`config.mk`:
```
export PLATFORM = sky130hd
export DESIGN_NAME = pvw_window
export DESIGN_NICKNAME = d
export VERILOG_FILES = /design/src/pvw_pkg.sv /design/src/pvw_win_cmp.sv /design/src/pvw_buf.sv /design/src/pvw_window.sv
export SDC_FILE = /design/constraint.sdc
export NUM_CORES = 1
export LEC_CHECK = 0
export ABC_AREA = 1
export BUFFER_PORTS_ARGS = -buffer_cell sky130_fd_sc_hd__buf_2
export CORE_MARGIN = 4
export CORE_UTILIZATION = 45
export CTS_CLUSTER_DIAMETER = 200
export DETAILED_ROUTE_END_ITERATION = 10
export PLACE_DENSITY = 0.65
export REMOVE_ABC_BUFFERS = 1
export SETUP_SLACK_MARGIN = 0.3
export SYNTH_ARGS = -nofsm -noshare
export SYNTH_HDL_FRONTEND = slang
export SYNTH_SLANG_ARGS = --single-unit
```
`constraint.sdc`:
```
create_clock -name clk_i -period 4.63 [get_ports clk_i]
set_input_delay 0.6945 -clock clk_i [delete_from_list [all_inputs] [get_ports clk_i]]
set_output_delay 0.6945 -clock clk_i [all_outputs]
set_load 0.02 [all_outputs]
```
`src/pvw_pkg.sv`:
```
package pvw_pkg;
  // register byte offsets
  localparam logic [11:0] CTL_OFS = 12'h1a0;
  localparam logic [11:0] BASE_OFS = 12'h1a4;
  localparam logic [11:0] BOUND_OFS = 12'h1a8;
  localparam logic [11:0] XOFS_OFS = 12'h1ac;
  localparam logic [11:0] STAT_OFS = 12'h1b0;
  // control field positions
  localparam int EN_BIT = 31;
  localparam int POSTED_WRITE_ALLOW_BIT = 30;
  localparam int VDW_LSB = 22;
  localparam int VAS_LSB = 16;
  localparam int PGM_BIT = 14;
  localparam int SUPER_BIT = 12;
  localparam int VCT_BIT = 8;
  localparam int LAS_BIT = 0;
  // writable bits and values after reset
  localparam logic [31:0] CTL_MASK = 32'hc0c7_5101;
  localparam logic [31:0] CTL_RESET = 32'h0080_0000;
  localparam logic [31:0] ADDR_MASK = 32'hffff_f000;
  localparam logic [31:0] ADDR_RESET = 32'h0000_0000;
  localparam logic [31:0] STAT_RESET = 32'h0000_0000;
  // 4 KB granule: address bits below this are not compared
  localparam int PAGE_LSB = 12;
  localparam int CNT_W = 16;
  localparam int BUF_DEPTH = 2;
  localparam logic [1:0] BUF_LVL_RESET = 2'h0;

  typedef enum logic [1:0] {
    PVW_W8 = 2'h0,
    PVW_W16 = 2'h1,
    PVW_W32 = 2'h2,
    PVW_W64 = 2'h3
  } pvw_width_t;

  typedef enum logic [2:0] {
    PVW_A16 = 3'h0,
    PVW_A24 = 3'h1,
    PVW_A32 = 3'h2,
    PVW_RSV3 = 3'h3,
    PVW_RSV4 = 3'h4,
    PVW_CFG = 3'h5,
    PVW_USER1 = 3'h6,
    PVW_USER2 = 3'h7
  } pvw_space_t;

  // width of one queued transfer descriptor
  localparam int DESC_W = 43;
endpackage : pvw_pkg

```
`src/pvw_win_cmp.sv`:
```
`timescale 1ns/100ps
module pvw_win_cmp #(
  parameter int LSB = 12
) (
  input wire logic [31:0] addr_i,
  input wire logic [31:0] base_i,
  input wire logic [31:0] bound_i,
  output logic hit_o
);
  logic above_base;
  logic below_bound;
  logic no_bound;

  always_comb begin
    above_base = addr_i[31:LSB] >= base_i[31:LSB];
    below_bound = addr_i[31:LSB] < bound_i[31:LSB];
    no_bound = bound_i[31:LSB] == '0;
    hit_o = above_base && (below_bound || no_bound);
  end
endmodule : pvw_win_cmp

```
`src/pvw_buf.sv`:
```
`timescale 1ns/100ps
module pvw_buf #(
  parameter int W = 8
) (
  input wire logic clk_i,
  input wire logic rst_i,
  input wire logic in_valid_i,
  output logic in_ready_o,
  input wire logic [W-1:0] in_data_i,
  output logic out_valid_o,
  input wire logic out_ready_i,
  output logic [W-1:0] out_data_o,
  output logic [1:0] level_o
);
  logic [W-1:0] mem [2];
  logic [W-1:0] next_mem [2];
  logic wr_idx;
  logic next_wr_idx;
  logic rd_idx;
  logic next_rd_idx;
  logic [1:0] level;
  logic [1:0] next_level;
  logic push;
  logic pop;

  always_comb begin
    in_ready_o = level != 2'h2;
    out_valid_o = level != 2'h0;
    out_data_o = mem[rd_idx];
    level_o = level;
    push = in_valid_i && in_ready_o;
    pop = out_valid_o && out_ready_i;
    next_mem = mem;
    next_wr_idx = wr_idx;
    next_rd_idx = rd_idx;
    next_level = level;
    if (push) begin
      next_mem[wr_idx] = in_data_i;
      next_wr_idx = !wr_idx;
    end
    if (pop) begin
      next_rd_idx = !rd_idx;
    end
    if (push && !pop) begin
      next_level = level + 2'h1;
    end else if (pop && !push) begin
      next_level = level - 2'h1;
    end
  end

  always_ff @(posedge clk_i) begin
    if (rst_i) begin
      wr_idx <= 1'b0;
      rd_idx <= 1'b0;
      level <= pvw_pkg::BUF_LVL_RESET;
      mem[0] <= '0;
      mem[1] <= '0;
    end else begin
      wr_idx <= next_wr_idx;
      rd_idx <= next_rd_idx;
      level <= next_level;
      mem <= next_mem;
    end
  end
endmodule : pvw_buf

```
`src/pvw_window.sv`:
```
// Added by the designer: register access over Wishbone.
`timescale 1ns/100ps
// Functional notes
// - the width code limits transfers to 00 byte, 01 16-bit, 10 32-bit, 11 64-bit and resets to 10.
// - block_cycle_select at 0 forbids block transfers and at 1 permits them.
// - pci_space_select at 0 answers PCI memory space and at 1 PCI I/O space.
// - block_cycle_select counts only for A24 or A32 with an 8, 16 or 32-bit width code.
// - A24 or A32 with the 64-bit code may use multiplexed block transfers whatever block_cycle_select says.
// - in PCI I/O space posted_write_allow is ignored and every transfer is coupled.
// - window_base bits 31 to 12 are the lowest decoded address.
// - an address is claimed only when at or above the base and, for a nonzero bound, below the bound.
// - a bound of zero claims everything at or above the base.
// - base and bound compare only address bits 31 to 12.
// - outgoing address bits 31 to 12 are PCI bits 31 to 12 plus address_offset bits 31 to 12.
module pvw_window (
  input wire logic clk_i,
  input wire logic rst_i,
  input wire logic wb_cyc_i,
  input wire logic wb_stb_i,
  input wire logic wb_we_i,
  input wire logic [11:0] wb_adr_i,
  input wire logic [3:0] wb_sel_i,
  input wire logic [31:0] wb_dat_i,
  output logic [31:0] wb_dat_o,
  output logic wb_ack_o,
  input wire logic pci_valid_i,
  output logic pci_ready_o,
  output logic pci_claim_o,
  input wire logic [31:0] pci_addr_i,
  input wire logic pci_io_i,
  input wire logic pci_write_i,
  output logic vme_valid_o,
  input wire logic vme_ready_i,
  output logic [31:0] vme_addr_o,
  output logic [2:0] vme_space_o,
  output logic [1:0] vme_width_o,
  output logic vme_block_o,
  output logic vme_mblt_o,
  output logic vme_program_o,
  output logic vme_super_o,
  output logic vme_posted_o,
  output logic vme_write_o
);
  // software-visible state
  logic [31:0] image4_control;
  logic [31:0] next_image4_control;
  logic [31:0] image4_base;
  logic [31:0] next_image4_base;
  logic [31:0] image4_bound;
  logic [31:0] next_image4_bound;
  logic [31:0] image4_offset;
  logic [31:0] next_image4_offset;
  logic [pvw_pkg::CNT_W-1:0] claim_cnt;
  logic [pvw_pkg::CNT_W-1:0] next_claim_cnt;
  logic [pvw_pkg::CNT_W-1:0] miss_cnt;
  logic [pvw_pkg::CNT_W-1:0] next_miss_cnt;
  logic ack;
  logic next_ack;
  logic [31:0] rdata;
  logic [31:0] next_rdata;

  // decoded control fields
  logic window_enable;
  logic posted_write_allow;
  logic [1:0] max_data_width;
  logic [2:0] vme_space_select;
  logic program_data_select;
  logic super_select;
  logic block_cycle_select;
  logic pci_space_select;

  // decode path
  logic range_hit;
  logic space_legal;
  logic long_space;
  logic hit;
  logic take;
  logic [31:0] xlat_addr;
  logic blk;
  logic mblt;
  logic posted;
  logic [pvw_pkg::DESC_W-1:0] desc_in;
  logic [pvw_pkg::DESC_W-1:0] desc_out;
  logic buf_in_ready;
  logic [1:0] buf_level;

  // bus helpers
  logic bus_req;
  logic bus_wr;
  logic [31:0] byte_mask;
  logic [31:0] stat_word;

  function automatic logic [31:0] merge(
    input logic [31:0] old_v,
    input logic [31:0] new_v,
    input logic [31:0] lanes,
    input logic [31:0] keep
  );
    logic [31:0] m;
    m = lanes & keep;
    merge = (old_v & ~m) | (new_v & m);
  endfunction : merge

  always_comb begin
    window_enable = image4_control[pvw_pkg::EN_BIT];
    posted_write_allow = image4_control[pvw_pkg::POSTED_WRITE_ALLOW_BIT];
    max_data_width = image4_control[pvw_pkg::VDW_LSB +: 2];
    vme_space_select = image4_control[pvw_pkg::VAS_LSB +: 3];
    program_data_select = image4_control[pvw_pkg::PGM_BIT];
    super_select = image4_control[pvw_pkg::SUPER_BIT];
    block_cycle_select = image4_control[pvw_pkg::VCT_BIT];
    pci_space_select = image4_control[pvw_pkg::LAS_BIT];
  end

  pvw_win_cmp #(
    .LSB(pvw_pkg::PAGE_LSB)
  ) u_cmp (
    .addr_i(pci_addr_i),
    .base_i(image4_base),
    .bound_i(image4_bound),
    .hit_o(range_hit)
  );

  always_comb begin
    // reserved space codes never reach the far side
    space_legal = (vme_space_select != pvw_pkg::PVW_RSV3) &&
                  (vme_space_select != pvw_pkg::PVW_RSV4);
    long_space = (vme_space_select == pvw_pkg::PVW_A24) ||
                 (vme_space_select == pvw_pkg::PVW_A32);
    hit = window_enable &&
          (pci_io_i == pci_space_select) &&
          space_legal && range_hit;
    xlat_addr[31:pvw_pkg::PAGE_LSB] =
      pci_addr_i[31:pvw_pkg::PAGE_LSB] +
      image4_offset[31:pvw_pkg::PAGE_LSB];
    xlat_addr[pvw_pkg::PAGE_LSB-1:0] = pci_addr_i[pvw_pkg::PAGE_LSB-1:0];
    blk = long_space && block_cycle_select &&
          (max_data_width != pvw_pkg::PVW_W64);
    mblt = long_space && (max_data_width == pvw_pkg::PVW_W64);
    // i/o space is always coupled, the posted bit is a don't-care there
    posted = posted_write_allow && !pci_space_select && pci_write_i;
    desc_in = {xlat_addr, vme_space_select, max_data_width, blk, mblt,
               program_data_select, super_select, posted, pci_write_i};
  end

  // misses are accepted and dropped at once; a hit waits for buffer room,
  // so a stalled far side holds the initiator rather than losing a word
  always_comb begin
    pci_ready_o = buf_in_ready || !hit;
    pci_claim_o = pci_valid_i && hit;
    take = pci_valid_i && pci_ready_o;
  end

  pvw_buf #(
    .W(pvw_pkg::DESC_W)
  ) u_buf (
    .clk_i(clk_i),
    .rst_i(rst_i),
    .in_valid_i(pci_valid_i && hit),
    .in_ready_o(buf_in_ready),
    .in_data_i(desc_in),
    .out_valid_o(vme_valid_o),
    .out_ready_i(vme_ready_i),
    .out_data_o(desc_out),
    .level_o(buf_level)
  );

  always_comb begin
    vme_addr_o = desc_out[42:11];
    vme_space_o = desc_out[10:8];
    vme_width_o = desc_out[7:6];
    vme_block_o = desc_out[5];
    vme_mblt_o = desc_out[4];
    vme_program_o = desc_out[3];
    vme_super_o = desc_out[2];
    vme_posted_o = desc_out[1];
    vme_write_o = desc_out[0];
  end

  // classic wishbone slave, one wait state, ack always follows a request
  always_comb begin
    bus_req = wb_cyc_i && wb_stb_i && !ack;
    bus_wr = bus_req && wb_we_i;
    byte_mask = {{8{wb_sel_i[3]}}, {8{wb_sel_i[2]}},
                 {8{wb_sel_i[1]}}, {8{wb_sel_i[0]}}};
    stat_word = {miss_cnt, claim_cnt};
    next_ack = bus_req;
    next_image4_control = image4_control;
    next_image4_base = image4_base;
    next_image4_bound = image4_bound;
    next_image4_offset = image4_offset;
    next_claim_cnt = claim_cnt;
    next_miss_cnt = miss_cnt;
    next_rdata = '0;
    if (take && hit && claim_cnt != '1) begin
      next_claim_cnt = claim_cnt + 1'b1;
    end
    if (take && !hit && miss_cnt != '1) begin
      next_miss_cnt = miss_cnt + 1'b1;
    end
    if (bus_req) begin
      unique case (wb_adr_i)
        pvw_pkg::CTL_OFS: begin
          next_rdata = image4_control;
          if (bus_wr) begin
            next_image4_control = merge(image4_control, wb_dat_i,
                                        byte_mask, pvw_pkg::CTL_MASK);
          end
        end
        pvw_pkg::BASE_OFS: begin
          next_rdata = image4_base;
          if (bus_wr) begin
            next_image4_base = merge(image4_base, wb_dat_i,
                                     byte_mask, pvw_pkg::ADDR_MASK);
          end
        end
        pvw_pkg::BOUND_OFS: begin
          next_rdata = image4_bound;
          if (bus_wr) begin
            next_image4_bound = merge(image4_bound, wb_dat_i,
                                      byte_mask, pvw_pkg::ADDR_MASK);
          end
        end
        pvw_pkg::XOFS_OFS: begin
          next_rdata = image4_offset;
          if (bus_wr) begin
            next_image4_offset = merge(image4_offset, wb_dat_i,
                                       byte_mask, pvw_pkg::ADDR_MASK);
          end
        end
        pvw_pkg::STAT_OFS: begin
          next_rdata = stat_word;
          // a write clears the counter halves whose lanes are selected
          if (bus_wr && (wb_sel_i[1] || wb_sel_i[0])) begin
            next_claim_cnt = '0;
          end
          if (bus_wr && (wb_sel_i[3] || wb_sel_i[2])) begin
            next_miss_cnt = '0;
          end
        end
        default: begin
          next_rdata = '0;
        end
      endcase
    end
  end

  always_comb begin
    wb_ack_o = ack;
    wb_dat_o = rdata;
  end

  always_ff @(posedge clk_i) begin
    if (rst_i) begin
      image4_control <= pvw_pkg::CTL_RESET;
      image4_base <= pvw_pkg::ADDR_RESET;
      image4_bound <= pvw_pkg::ADDR_RESET;
      image4_offset <= pvw_pkg::ADDR_RESET;
      claim_cnt <= pvw_pkg::STAT_RESET[15:0];
      miss_cnt <= pvw_pkg::STAT_RESET[31:16];
      ack <= 1'b0;
      rdata <= pvw_pkg::STAT_RESET;
    end else begin
      image4_control <= next_image4_control;
      image4_base <= next_image4_base;
      image4_bound <= next_image4_bound;
      image4_offset <= next_image4_offset;
      claim_cnt <= next_claim_cnt;
      miss_cnt <= next_miss_cnt;
      ack <= next_ack;
      rdata <= next_rdata;
    end
  end
endmodule : pvw_window

```
# Yosys cells after proc, flatten, opt, wreduce, memory -nomap -nowiden

Cells that the tools add are included.

Bits in registers: 283
Bits of input ports: 89
Output and inout port bits: 79

Add/subtract/negate cells: 5
Magnitude comparators: 5
Equality and inequality tests: 15
Muxes and demuxes: 17
Bitwise operators: 15
Reductions and logical operators: 46

Operators by type and width:

| operator                                        | count |
|---|---|
| bitwise AND 32 bit                              | 6 |
| two-way mux 43 bit                              | 4 |
| one-hot mux 32 bit (5 select lines)             | 1 |
| two-way mux 16 bit                              | 8 |
| bitwise OR 32 bit                               | 4 |
| bitwise mux 86 bit                              | 1 |
| NOT 32 bit                                      | 2 |
| == test 12 x 9 -> 1 bit (second input constant) | 5 |
| demux 43 bit (select 1 bit)                     | 1 |
| adder 16 x 1 -> 16 bit (second input constant)  | 2 |
| != test 16 bit (second input constant)          | 2 |
| logical AND 1 bit                               | 26 |
| adder 20 bit                                    | 1 |
| >= comparator 20 bit                            | 1 |
| zero test 20 bit                                | 1 |
| < comparator 20 bit                             | 1 |
| AND reduction 3 bit                             | 4 |
| zero test 1 bit                                 | 7 |
| logical OR 1 bit                                | 5 |
| >= comparator 2 bit (second input constant)     | 2 |
| two-way mux 2 bit                               | 2 |
| != test 2 bit (second input constant)           | 2 |
| NOT 1 -> 2 bit                                  | 2 |
| nonzero test 2 bit                              | 2 |
| 11 further kinds                                | 11 |

# Logic depth before layout (Yosys ltp)

Gate-level depths: netlist of run 1.

Depth after elaboration: 13
Mapped depth: 18
Gate-level depth less buffers: 18

# Hierarchy

From an unflattened synthesis of run 1, not the netlist that was laid out.

Cell total of the unflattened synthesis: 1981
Area, all modules: 12599.6 µm²

By module, submodules not included:

| module      | instances | cells each | area each (µm²) |
|---|---|---|---|
| pvw_window  | 1         | 1105       | 7260.7 |
| pvw_buf     | 1         | 673        | 4169.0 |
| pvw_win_cmp | 1         | 203        | 1169.9 |

# Least setup slack after synthesis of run 1

Ideal clock, no wire load.

Kind: input-to-output
Start: input pci_addr_i[31]
End: output pci_claim_o
Arrival: 2.023 ns
Setup slack: 1.912 ns
Cell stages on the path: 10
Path through: ha_1 nand2_1 nor2_2 nand2_1 nor2_1 nand2_1 nand4_2 nand3_4 nor2_8 buf_2

Longest elaborated chain between the ends: 5

RTL lines:

| element               | RTL line          | text |
|---|---|---|
| start, declared       | pvw_window.sv:29  | `input wire logic [31:0] pci_addr_i,` |
| < comparator 20 bit   | pvw_win_cmp.sv:16 | `below_bound = addr_i[31:LSB] < bound_i[31:LSB];` |
| logical OR 1 bit      | pvw_win_cmp.sv:18 | `hit_o = above_base && (below_bound \|\| no_bound);` |
| logical AND 1 bit (*) | pvw_win_cmp.sv:18 |  |
| logical AND 1 bit (*) | pvw_window.sv:132 | `space_legal && range_hit;` |
| logical AND 1 bit (*) | pvw_window.sv:150 | `pci_claim_o = pci_valid_i && hit;` |
| end, declared         | pvw_window.sv:28  | `output logic pci_claim_o,` |

Every way passes the cells marked *; elsewhere a longest branch is shown, timed or not.

==> metrics.csv, run 1 <==
metric;value;unit
CP max stage delay;0.30;ns
Worst Skew;0.0124;ns
final hold vios;0;
Syn Area/Cell;7.00;µm²
Distinct cells, synth;43;
register area share after synthesis;37.5;%
clk sinks;226;
CP Max Fanout;19;
status;completed;
Post-Syn Area;12100;µm²
most common cell after layout, fill and taps aside;nand2_1;
Max VDD drop;0.286;mV
Core Box Area;26200;µm²
number of core rows;59;
Syn Inst Count;1725;
maximum clock path buffer count;3;
most used cell, CP;nand2_1;
initial antenna violation count;1;
routability cong.;0.955;
Worst-Skew Late Latency;0.53;ns
I/O pin count;168;
drt drc;0;
Max Cap Viol;0;
clock root buffer;clkbuf_16;
fmax;299;MHz
Chip Height;172;µm
post-DP HPWL;24400;µm
ANT nets after route;0;
setup tns final;0;ns
Setup Crit Path Kind;flop to primary output;
Crit. End Element;primary output;
post-cts sizing count;0;
share of layout cells above drive strength 1;12.9;%
Die ar.;29500;µm²
post-CTS repair timing setup buffer count;0;
cts hold-fix bufs;0;
Worst Slack Setup Final;1.29;ns
Final Max Slew Viols;0;
drt total wl;34300;µm
Buffers on Ports;157;
all-layer global routing usage;22.8;%
min-delay worst type;input port to flop;
worst reg-to-reg setup slack;1.72;ns
DR WL/cell;15.6;µm
DRT iter0 DRCs;951;
Crit path max-delay family;simple AND/OR/NAND/NOR gates;
startpoint class of the critical path;flop;
GR Overflow Total;0;
Hold Path Depth;3;
Final setup viols;0;
ys async rst share;0;%
Worst Path Buf+Inv;2;
crit-path cells;inv_1 -> ha_1 -> a21o_1 -> nor2_1 -> nand2_1 -> nand2_1 -> nand3_1 -> nand2_1 -> nand3_4 -> nor2_8 -> buf_2;
Leak Pwr;6.54;nW
Pwr per Cell Area;317;nW/µm²
Design Area, Final;13900;µm²
RSZ-0062 raised after global routing;no;
Num CTS Buffers;27;
filler instances;2671;
drt pass-1 iters;5;
Least-Margin Pin Slew;0.992;ns
Vias per Instance;5.18;
most frequent cells in the layout;nand2_1 (362), inv_1 (235), nor2_1 (227), dfxtp_1 (225), buf_2 (157);
Post-synth EDFFs;0;
CTS tree;built;
Die W;172;µm
CTS clk-pin slew, worst paths;0.06;ns
CP Data Required Time;3.94;ns
critical path depth in cells;11;
vias in the first global route;10600;
Area Growth Syn to Fin;15.6;%
placed inst area;13000;µm²
H-tree levels;1;
first-pass GRT wire length;55200;µm
Slowest-stage cell, CP;dfxtp_1;
R2R cell count;16;
Synth Warn #;0;
Starting Density;46.0;%
crit path time final;3.34;ns
relative slew slack;33.9;%
period utilisation layout;72.2;%
largest net degree at the start of global routing;88;
worst setup slack after placement;1.31;ns
Tot Pwr;4.42;mW
ant diodes;0;
Seq cells post-synth;226;
final-stage net count;1998;
Most used DFF post-synth;dfxtp_1;
Via Count;11400;
Crit path arrival time;2.65;ns
-- area by class of cell --
cell class                 count  area (µm²)  area share (%)
sequential                   226        4530            32.5
inverter                     241         907            6.51
clock buffer                  40         785            5.63
timing repair buffer         167         861            6.17
multi-input combinational   1184        6300            45.2
clock inverter                 9         145            1.04
tap                          335         419            3.01
-- metal layers --
metal	part of all wire, %	wire length (µm)	GRT usage [%]
met3	5.5	1890	3.36
met4	2.5	859	5.26
met1	48	16500	33.0
met2	44	15000	36.1
met5	0.053	18	0
-- worst reg2reg max path: cells and delay by family (launching register included) --
family / cells / cell delay, ns
simple gates: 13 / 1.40
flops: 1 / 0.30
buf+inv: 2 / 0.79
fa+ha+maj: 1 / 0.31
-- cells in the mapped netlist, types with 2 or more instances --
cell type | count | area share (%)
a21oi_1 | 90 | 3.7
nand3b_1 | 9 | 0.56
xnor2_1 | 8 | 0.58
nand3_1 | 130 | 5.4
inv_1 | 235 | 7.3
nand3_2 | 6 | 0.50
o31ai_1 | 9 | 0.56
nand2_2 | 4 | 0.21
nor4_1 | 9 | 0.47
buf_4 | 6 | 0.37
nand2_1 | 362 | 11
ha_1 | 61 | 6.3
or2_2 | 3 | 0.16
clkbuf_1 | 40 | 1.2
nor2_2 | 2 | 0.10
nand3_4 | 2 | 0.29
a31oi_1 | 3 | 0.16
clkinv_1 | 2 | 0.062
dfxtp_1 | 226 | 37
a211oi_1 | 72 | 4.5
buf_2 | 22 | 0.91
o21ai_0 | 73 | 3.0
buf_1 | 4 | 0.12
nor4_2 | 2 | 0.21
inv_2 | 4 | 0.12
nor3_1 | 7 | 0.29
a21o_1 | 3 | 0.19
o22ai_1 | 25 | 1.3
buf_6 | 2 | 0.19
nand4_1 | 28 | 1.5
nor2_1 | 227 | 7.1
nor3_2 | 2 | 0.17
xor2_1 | 37 | 2.7
-- worst paths after layout --
| kind | startpoint | endpoint |
|---|---|---|
| worst max-delay path | flop | pci_claim_o |
| worst min-delay path | pci_addr_i[8] | u_buf.mem[19]$_SDFFE_PP0P_ |
| worst max register to register | flop | u_buf.mem[80]$_SDFFE_PP0P_ |
| worst min register to register | u_buf.mem[31]$_SDFFE_PP0P_ | u_buf.mem[31]$_SDFFE_PP0P_ |
-- where the power goes --
group / switching [mW] / internal [mW] / leakage, nW / total, mW
registers: 0.0171 / 1.95 / 1.82 / 1.97
clock network: 0.831 / 1.39 / 0.460 / 2.22
logic: 0.161 / 0.0724 / 4.26 / 0.233
-- cells by family (layout without fill, tap and decap cells) --
family / Yosys count / count (layout) / share of synthesized area [%]
and+or+nand+nor: 800 / 800 / 28.7
buffers and inverters: 315 / 457 / 10.3
AOI/OAI and AO/OA: 277 / 277 / 13.7
DFF: 226 / 226 / 37.5
adders and majority gates: 62 / 62 / 6.49
xor gates and xnor gates: 45 / 45 / 3.27
-- per-stage QoR --
step / utilization (%) / std cells / hold WS (ns)
finish: 53.2 / 2202 / 0.397
floorplan: - / 1651 / 0.441
CTS: 53.2 / 2202 / 0.375
global placement: 49.7 / 2153 / 0.451
detailed placement: 49.7 / 2153 / 0.458
global route: 53.2 / 2202 / 0.411
No activity file was read; power rests on OpenSTA's default activity.
==> run 2, diff against run 1 <==
==> constraint.sdc (replaced) <==
create_clock -name clk_i -period 3.4 [get_ports clk_i]
set_input_delay 0.51 -clock clk_i [delete_from_list [all_inputs] [get_ports clk_i]]
set_output_delay 0.51 -clock clk_i [all_outputs]
set_load 0.02 [all_outputs]
==> run 2 against run 1 <==
Effect of this change: cell area increased by 0.50%; clock skew increased by 0.0014 ns; via count increased by 0.69%; die area unchanged; register-to-register slack got worse by 1.0 ns; power increased by 33%; wire length increased by 0.27%; first-iteration DRC count increased by 1.7%; cell count increased by 0.36%; critical path type unchanged; largest cell class unchanged.
==> metrics.csv, run 2 (synthesized netlist as in run 1, its figures left out) <==
metric;value;unit;change
Worst Skew;0.0138;ns;+0.00138 ns
worst setup slack after placement;0.465;ns;-0.847 ns
status;completed;;
Leak Pwr;6.58;nW;+0.57%
Max Cap Viol;0;;unchanged
CTS clk-pin slew, worst paths;0.06;ns;about the same
post-DP HPWL;24900;µm;+2.2%
vias in the first global route;10600;;-0.038%
Final Max Slew Viols;0;;unchanged
Via Count;11500;;+0.69%
area occupied by registers;4530;µm²;unchanged
Net Sw Power;1.35;mW;+34%
fmax;340;MHz;
Die W;172;µm;unchanged
CP Data Required Time;2.89;ns;-1.05 ns
placed inst area;13100;µm²;+0.87%
Vias per Instance;5.20;;+0.33%
Worst-Skew Late Latency;0.53;ns;about the same
Design Area, Final;14000;µm²;+0.50%
CP Max Fanout;4;;-15
drt drc;0;;unchanged
Core Box Area;26200;µm²;unchanged
drt pass-1 iters;7;;+2
initial antenna violation count;1;;unchanged
period utilisation layout;86.5;%;
post-route insts no fill;2210;;+0.36%
Chip Height;172;µm;unchanged
Clock Power Share;49.0;%;-1.2 points
setup tns final;0;ns;unchanged
Num CTS Buffers;26;;-3.7%
min-delay worst type;input port to flop;;
Area Growth Syn to Fin;16.1;%;
filler instances;2626;;-1.7%
Crit path arrival time;2.43;ns;-0.22 ns
share of layout cells above drive strength 1;13.2;%;+0.32 points
Setup Crit Path Kind;flop to primary output;;
drt total wl;34400;µm;+0.27%
Buffers on Ports;157;;unchanged
clock root buffer;clkbuf_16;;
most common cell after layout, fill and taps aside;nand2_1;;
Die ar.;29500;µm²;unchanged
Sw Ratio;22.9;%;+0.066 points
sequential power share;45.4;%;+0.9 points
ant diodes;0;;unchanged
first-pass GRT wire length;54500;µm;-1.2%
relative slew slack;42.2;%;+8.4 points
largest net degree at the start of global routing;88;;unchanged
Final setup viols;0;;unchanged
internal power;4.54;mW;+33%
DRT iter0 DRCs;967;;+1.7%
clk sinks;226;;unchanged
multi-input combinational cell area;6300;µm²;unchanged
all-layer global routing usage;22.7;%;-0.16 points
placed cells;2163;;+0.46%
crit path time final;2.94;ns;
hold wc startpoint;pci_addr_i[11];;
number of core rows;59;;unchanged
Crit. End Element;primary output;;
combinational power share;5.6;%;+0.3 points
maximum clock path buffer count;3;;unchanged
routability cong.;0.935;;-2.1%
CTS tree;built;;
GR Overflow Total;0;;unchanged
Starting Density;46.0;%;unchanged
cts hold-fix bufs;0;;unchanged
Max VDD drop;0.379;mV;+32%
H-tree levels;1;;unchanged
DR WL/cell;15.5;µm;about the same
RSZ-0062 raised after global routing;no;;
I/O pin count;168;;unchanged
Worst Slack Setup Final;0.459;ns;-0.830 ns
ANT nets after route;0;;unchanged
most frequent cells in the layout;nand2_1 (362), inv_1 (235), nor2_1 (227), dfxtp_1 (225), buf_2 (157);;
startpoint class of the critical path;flop;;
Least-Margin Pin Slew;0.865;ns;-0.127 ns
final-stage net count;2008;;+0.50%
final hold vios;0;;unchanged
Pwr per Cell Area;420;nW/µm²;+33%
==> run 2: changes by cell type in the layout (fill, tap and decap cells not counted), sizes merged <==
cell	change
clkinv	-2
bufinv	-1
buf	+11
==> run 2: repair_timing <==
action                     4_1_cts  5_1_grt
setup endpoints to repair        1        0
gates resized for setup          0        0
setup buffers                    1        0
==> run 2: worst max-delay path: stages (launching register included) <==
cell	delay [ns]
dfxtp_1	0.29
inv_1	0.19
ha_1	0.29
a21oi_1	0.15
o21ai_0	0.10
nor2_1	0.13
nand3_1	0.08
nand2_1	0.17
nand3_4	0.14
nor2_8	0.15
buf_2	0.18
==> run 2: per-stage QoR <==
step                hold slack, ns  power (mW)  utilization [%]
floorplan                    0.441        2.89                -
global placement             0.448        3.05             50.1
detailed placement           0.451        3.06             50.1
CTS                          0.190        5.96             53.5
global route                 0.210        6.11             53.5
finish                       0.207        5.89             53.5
==> run 2: area by class of cell <==
class	instances	share of cell area [%]
inverter	241	6.47
timing repair buffer	178	7.00
tap	335	2.99
sequential	226	32.3
clock buffer	40	5.53
multi-input combinational	1184	45.0
clock inverter	6	0.750
==> run 2: power groups by stage <==
stage	registers (mW)	logic [mW]	clock network [mW]
floorplan	2.73	0.156	0
global placement	2.73	0.324	0
detailed placement	2.73	0.327	0
CTS	2.67	0.329	2.96
global route	2.67	0.371	3.07
finish	2.67	0.331	2.89
==> run 2: final timing paths <==
| kind | to | slack, ns | cells past startpoint |
|---|---|---|---|
| worst max-delay path | pci_claim_o | 0.46 | 10 |
| worst min-delay path | u_buf.mem[22]$_SDFFE_PP0P_ | 0.21 | 3 |
| worst max register to register | u_buf.level_o[1]$_SDFFE_PP0P_ | 0.68 | 17 |
| worst min register to register | claim_cnt[15]$_SDFF_PP0_ | 0.46 | 2 |
==> run 2: metal layers <==
metal	part of all wire (%)	GRT usage, %	up-vias
met5	0.035	0	-
met4	1.8	4.96	2
met3	6.8	3.29	46
met2	44	36.8	352
met1	47	32.1	5223
li1	-	-	5873
==> run 3, diff against run 2 <==
--- a/config.mk
+++ b/config.mk
@@ -5,7 +5,6 @@
 export SDC_FILE = /design/constraint.sdc
 export NUM_CORES = 1
 export LEC_CHECK = 0
-export ABC_AREA = 1
 export BUFFER_PORTS_ARGS = -buffer_cell sky130_fd_sc_hd__buf_2
 export CORE_MARGIN = 4
 export CORE_UTILIZATION = 45
@@ -16,4 +15,5 @@
 export SETUP_SLACK_MARGIN = 0.3
 export SYNTH_ARGS = -nofsm -noshare
 export SYNTH_HDL_FRONTEND = slang
+export SYNTH_HIERARCHICAL = 1
 export SYNTH_SLANG_ARGS = --single-unit
==> run 3 against run 2 <==
Effect of this change: synthesized cell count fell by 25%; critical path type unchanged; utilization rose by 3.8 points; cell count fell by 17%; register-to-register slack got worse by 0.56 ns.
==> metrics.csv, run 3 <==
metric;value;unit;change
status;completed;;
I/O pin count;168;;unchanged
CP Data Required Time;2.89;ns;about the same
CTS tree;built;;
Post-Syn Area;11800;µm²;-1.9%
worst setup slack after placement;-0.239;ns;-0.705 ns
final hold vios;0;;unchanged
DR WL/cell;18.6;µm;+19%
most common cell after layout, fill and taps aside;dfxtp_1;;
filler instances;2348;;-11%
Clock Power Share;47.7;%;-1.3 points
Chip Height;170;µm;-0.92%
multi-input combinational cell area;7190;µm²;+14%
Slowest-stage cell, CP;dfxtp_2;;
clock root buffer;clkbuf_16;;
most crowded layer after global routing;met2;;
clk sinks;226;;unchanged
Final setup viols;0;;unchanged
Via Count;9936;;-14%
drt drc;0;;unchanged
Pwr per Cell Area;385;nW/µm²;-8.5%
CP max stage delay;0.32;ns;+0.03 ns
Crit path arrival time;2.88;ns;+0.45 ns
internal power;4.47;mW;-1.7%
worst reg-to-reg setup slack;0.12;ns;-0.56 ns
first-pass GRT wire length;51100;µm;-6.2%
Worst-Skew Late Latency;0.52;ns;about the same
drt total wl;34000;µm;-1.1%
Leak Pwr;6.30;nW;-4.2%
H-tree levels;1;;unchanged
sequential power share;46.3;%;+0.9 points
CP Max Fanout;2;;-2
Syn Area/Cell;9.20;µm²;+32%
relative slew slack;55.4;%;+13 points
combinational power share;6.0;%;+0.4 points
met1 Use GR;30.0;%;-2.1 points
Buffers on Ports;157;;unchanged
startpoint class of the critical path;flop;;
final-stage net count;1627;;-19%
most used cell, CP;a21o_1;;
Starting Density;45.5;%;-0.50 points
Tot Pwr;5.73;mW;-2.8%
crit-path cells;inv_1 -> ha_4 -> a21o_1 -> a21o_1 -> a211oi_2 -> buf_4 -> o31ai_1 -> a21oi_1 -> nand2_2 -> nor4_4 -> and2_4 -> buf_6 -> buf_8;;
routing usage on met3;3.34;%;+0.058 points
number of core rows;59;;unchanged
Max VDD drop;0.383;mV;+1.2%
Die W;170;µm;-0.92%
Worst Skew;0.0103;ns;-0.00350 ns
Core Box Area;26000;µm²;-0.85%
largest net degree at the start of global routing;75;;-15%
Least-Margin Pin Slew;0.664;ns;-0.202 ns
area occupied by registers;4550;µm²;+0.61%
Die ar.;29000;µm²;-1.8%
cts hold-fix bufs;0;;unchanged
CTS clk-pin slew, worst paths;0.06;ns;about the same
GR Overflow Total;0;;unchanged
most frequent cells in the layout;dfxtp_1 (205), buf_2 (154), nor2_1 (121), mux2i_1 (116), nand2b_1 (91);;
Area Growth Syn to Fin;25.8;%;
Synth Warn #;6;;+6
period utilisation layout;99.7;%;+13 points
Setup Crit Path Kind;flop to primary output;;
ANT nets after route;0;;unchanged
grt met2 use;35.0;%;-1.8 points
all-layer global routing usage;21.4;%;-1.2 points
min-delay worst type;input port to flop;;
post-DP HPWL;22900;µm;-8.2%
share of layout cells above drive strength 1;30.0;%;+17 points
Syn Inst Count;1286;;-25%
Num CTS Buffers;25;;-3.8%
Max Cap Viol;0;;unchanged
crit path time final;3.39;ns;+0.449 ns
Worst Slack Setup Final;0.0101;ns;-0.449 ns
maximum clock path buffer count;3;;unchanged
Final Max Slew Viols;0;;unchanged
initial antenna violation count;7;;+6
Sw Ratio;22.0;%;-0.87 points
routability cong.;0.876;;-6.3%
RSZ-0062 raised after global routing;yes;;
fmax;295;MHz;-13%
drt pass-1 iters;5;;-2
DRT iter0 DRCs;736;;-24%
Crit. End Element;primary output;;
Net Sw Power;1.26;mW;-6.5%
vias in the first global route;9616;;-9.0%
Vias per Instance;5.43;;+4.4%
-- run 3: path summary, 6_finish.rpt --
kind                                   end                        from  depth (start not counted)
min                                   flop                 wb_dat_i[8]                          3
max                            pci_claim_o                        flop                         13
min reg2reg     u_buf/mem[21]$_SDFFE_PP0P_  u_buf/mem[21]$_SDFFE_PP0P_                          2
max reg2reg  u_buf/level_o[1]$_SDFFE_PP0P_                        flop                         18
-- run 3: power groups by stage --
stage	sequential (mW)	combinational, mW	clock (mW)
after floorplan	2.71	0.141	0
after global routing	2.65	0.374	2.90
after CTS	2.65	0.322	2.78
after detailed placement	2.71	0.305	0
final	2.65	0.341	2.73
after global placement	2.71	0.298	0
-- run 3: area by class of cell --
type | count | share of cell area (%)
Multi-Input combinational cell | 934 | 48.3
Sequential cell | 226 | 30.6
Timing Repair Buffer | 243 | 11.5
Clock buffer | 38 | 5.07
Tap cell | 335 | 2.81
Inverter | 46 | 1.16
Clock inverter | 5 | 0.504
Antenna cell | 3 | 0.0504
-- run 3: layer usage --
layer	vias to the layer above	routed length (µm)
li1	4910	-
met1	4692	15400
met2	271	16000
met3	55	1860
met4	8	659
met5	-	42
-- run 3: what timing repair did --
action	4_1_cts	5_1_grt
pin swaps	25	57
endpoints found under the setup margin	121	92
cloned	0	10
resized for setup	44	151
buffers inserted	11	8
-- run 3: critical path: cells and delay by family (launching register included) --
| family | cells | cell delay [ns] |
|---|---|---|
| flip-flops | 1 | 0.32 |
| AND/OR/NAND/NOR | 3 | 0.54 |
| buffers and inverters | 4 | 0.45 |
| adder cells (fa/ha/maj) | 1 | 0.21 |
| AO/OA/AOI/OAI | 5 | 0.84 |
-- run 3: stage by stage --
step,hold slack (ns),TNS (ns),std cells,utilization [%],area [µm²]
6_report,0.256,0,1830,57.3,14900
4_1_cts,0.235,0,1809,54.9,14300
3_3_place_gp,0.456,-3.06,1755,50.7,13200
3_5_place_dp,0.460,-9.39,1755,50.7,13200
2_1_floorplan,0.445,-38.09,1206,-,11500
5_1_grt,0.255,-0.122,1830,57.3,14900
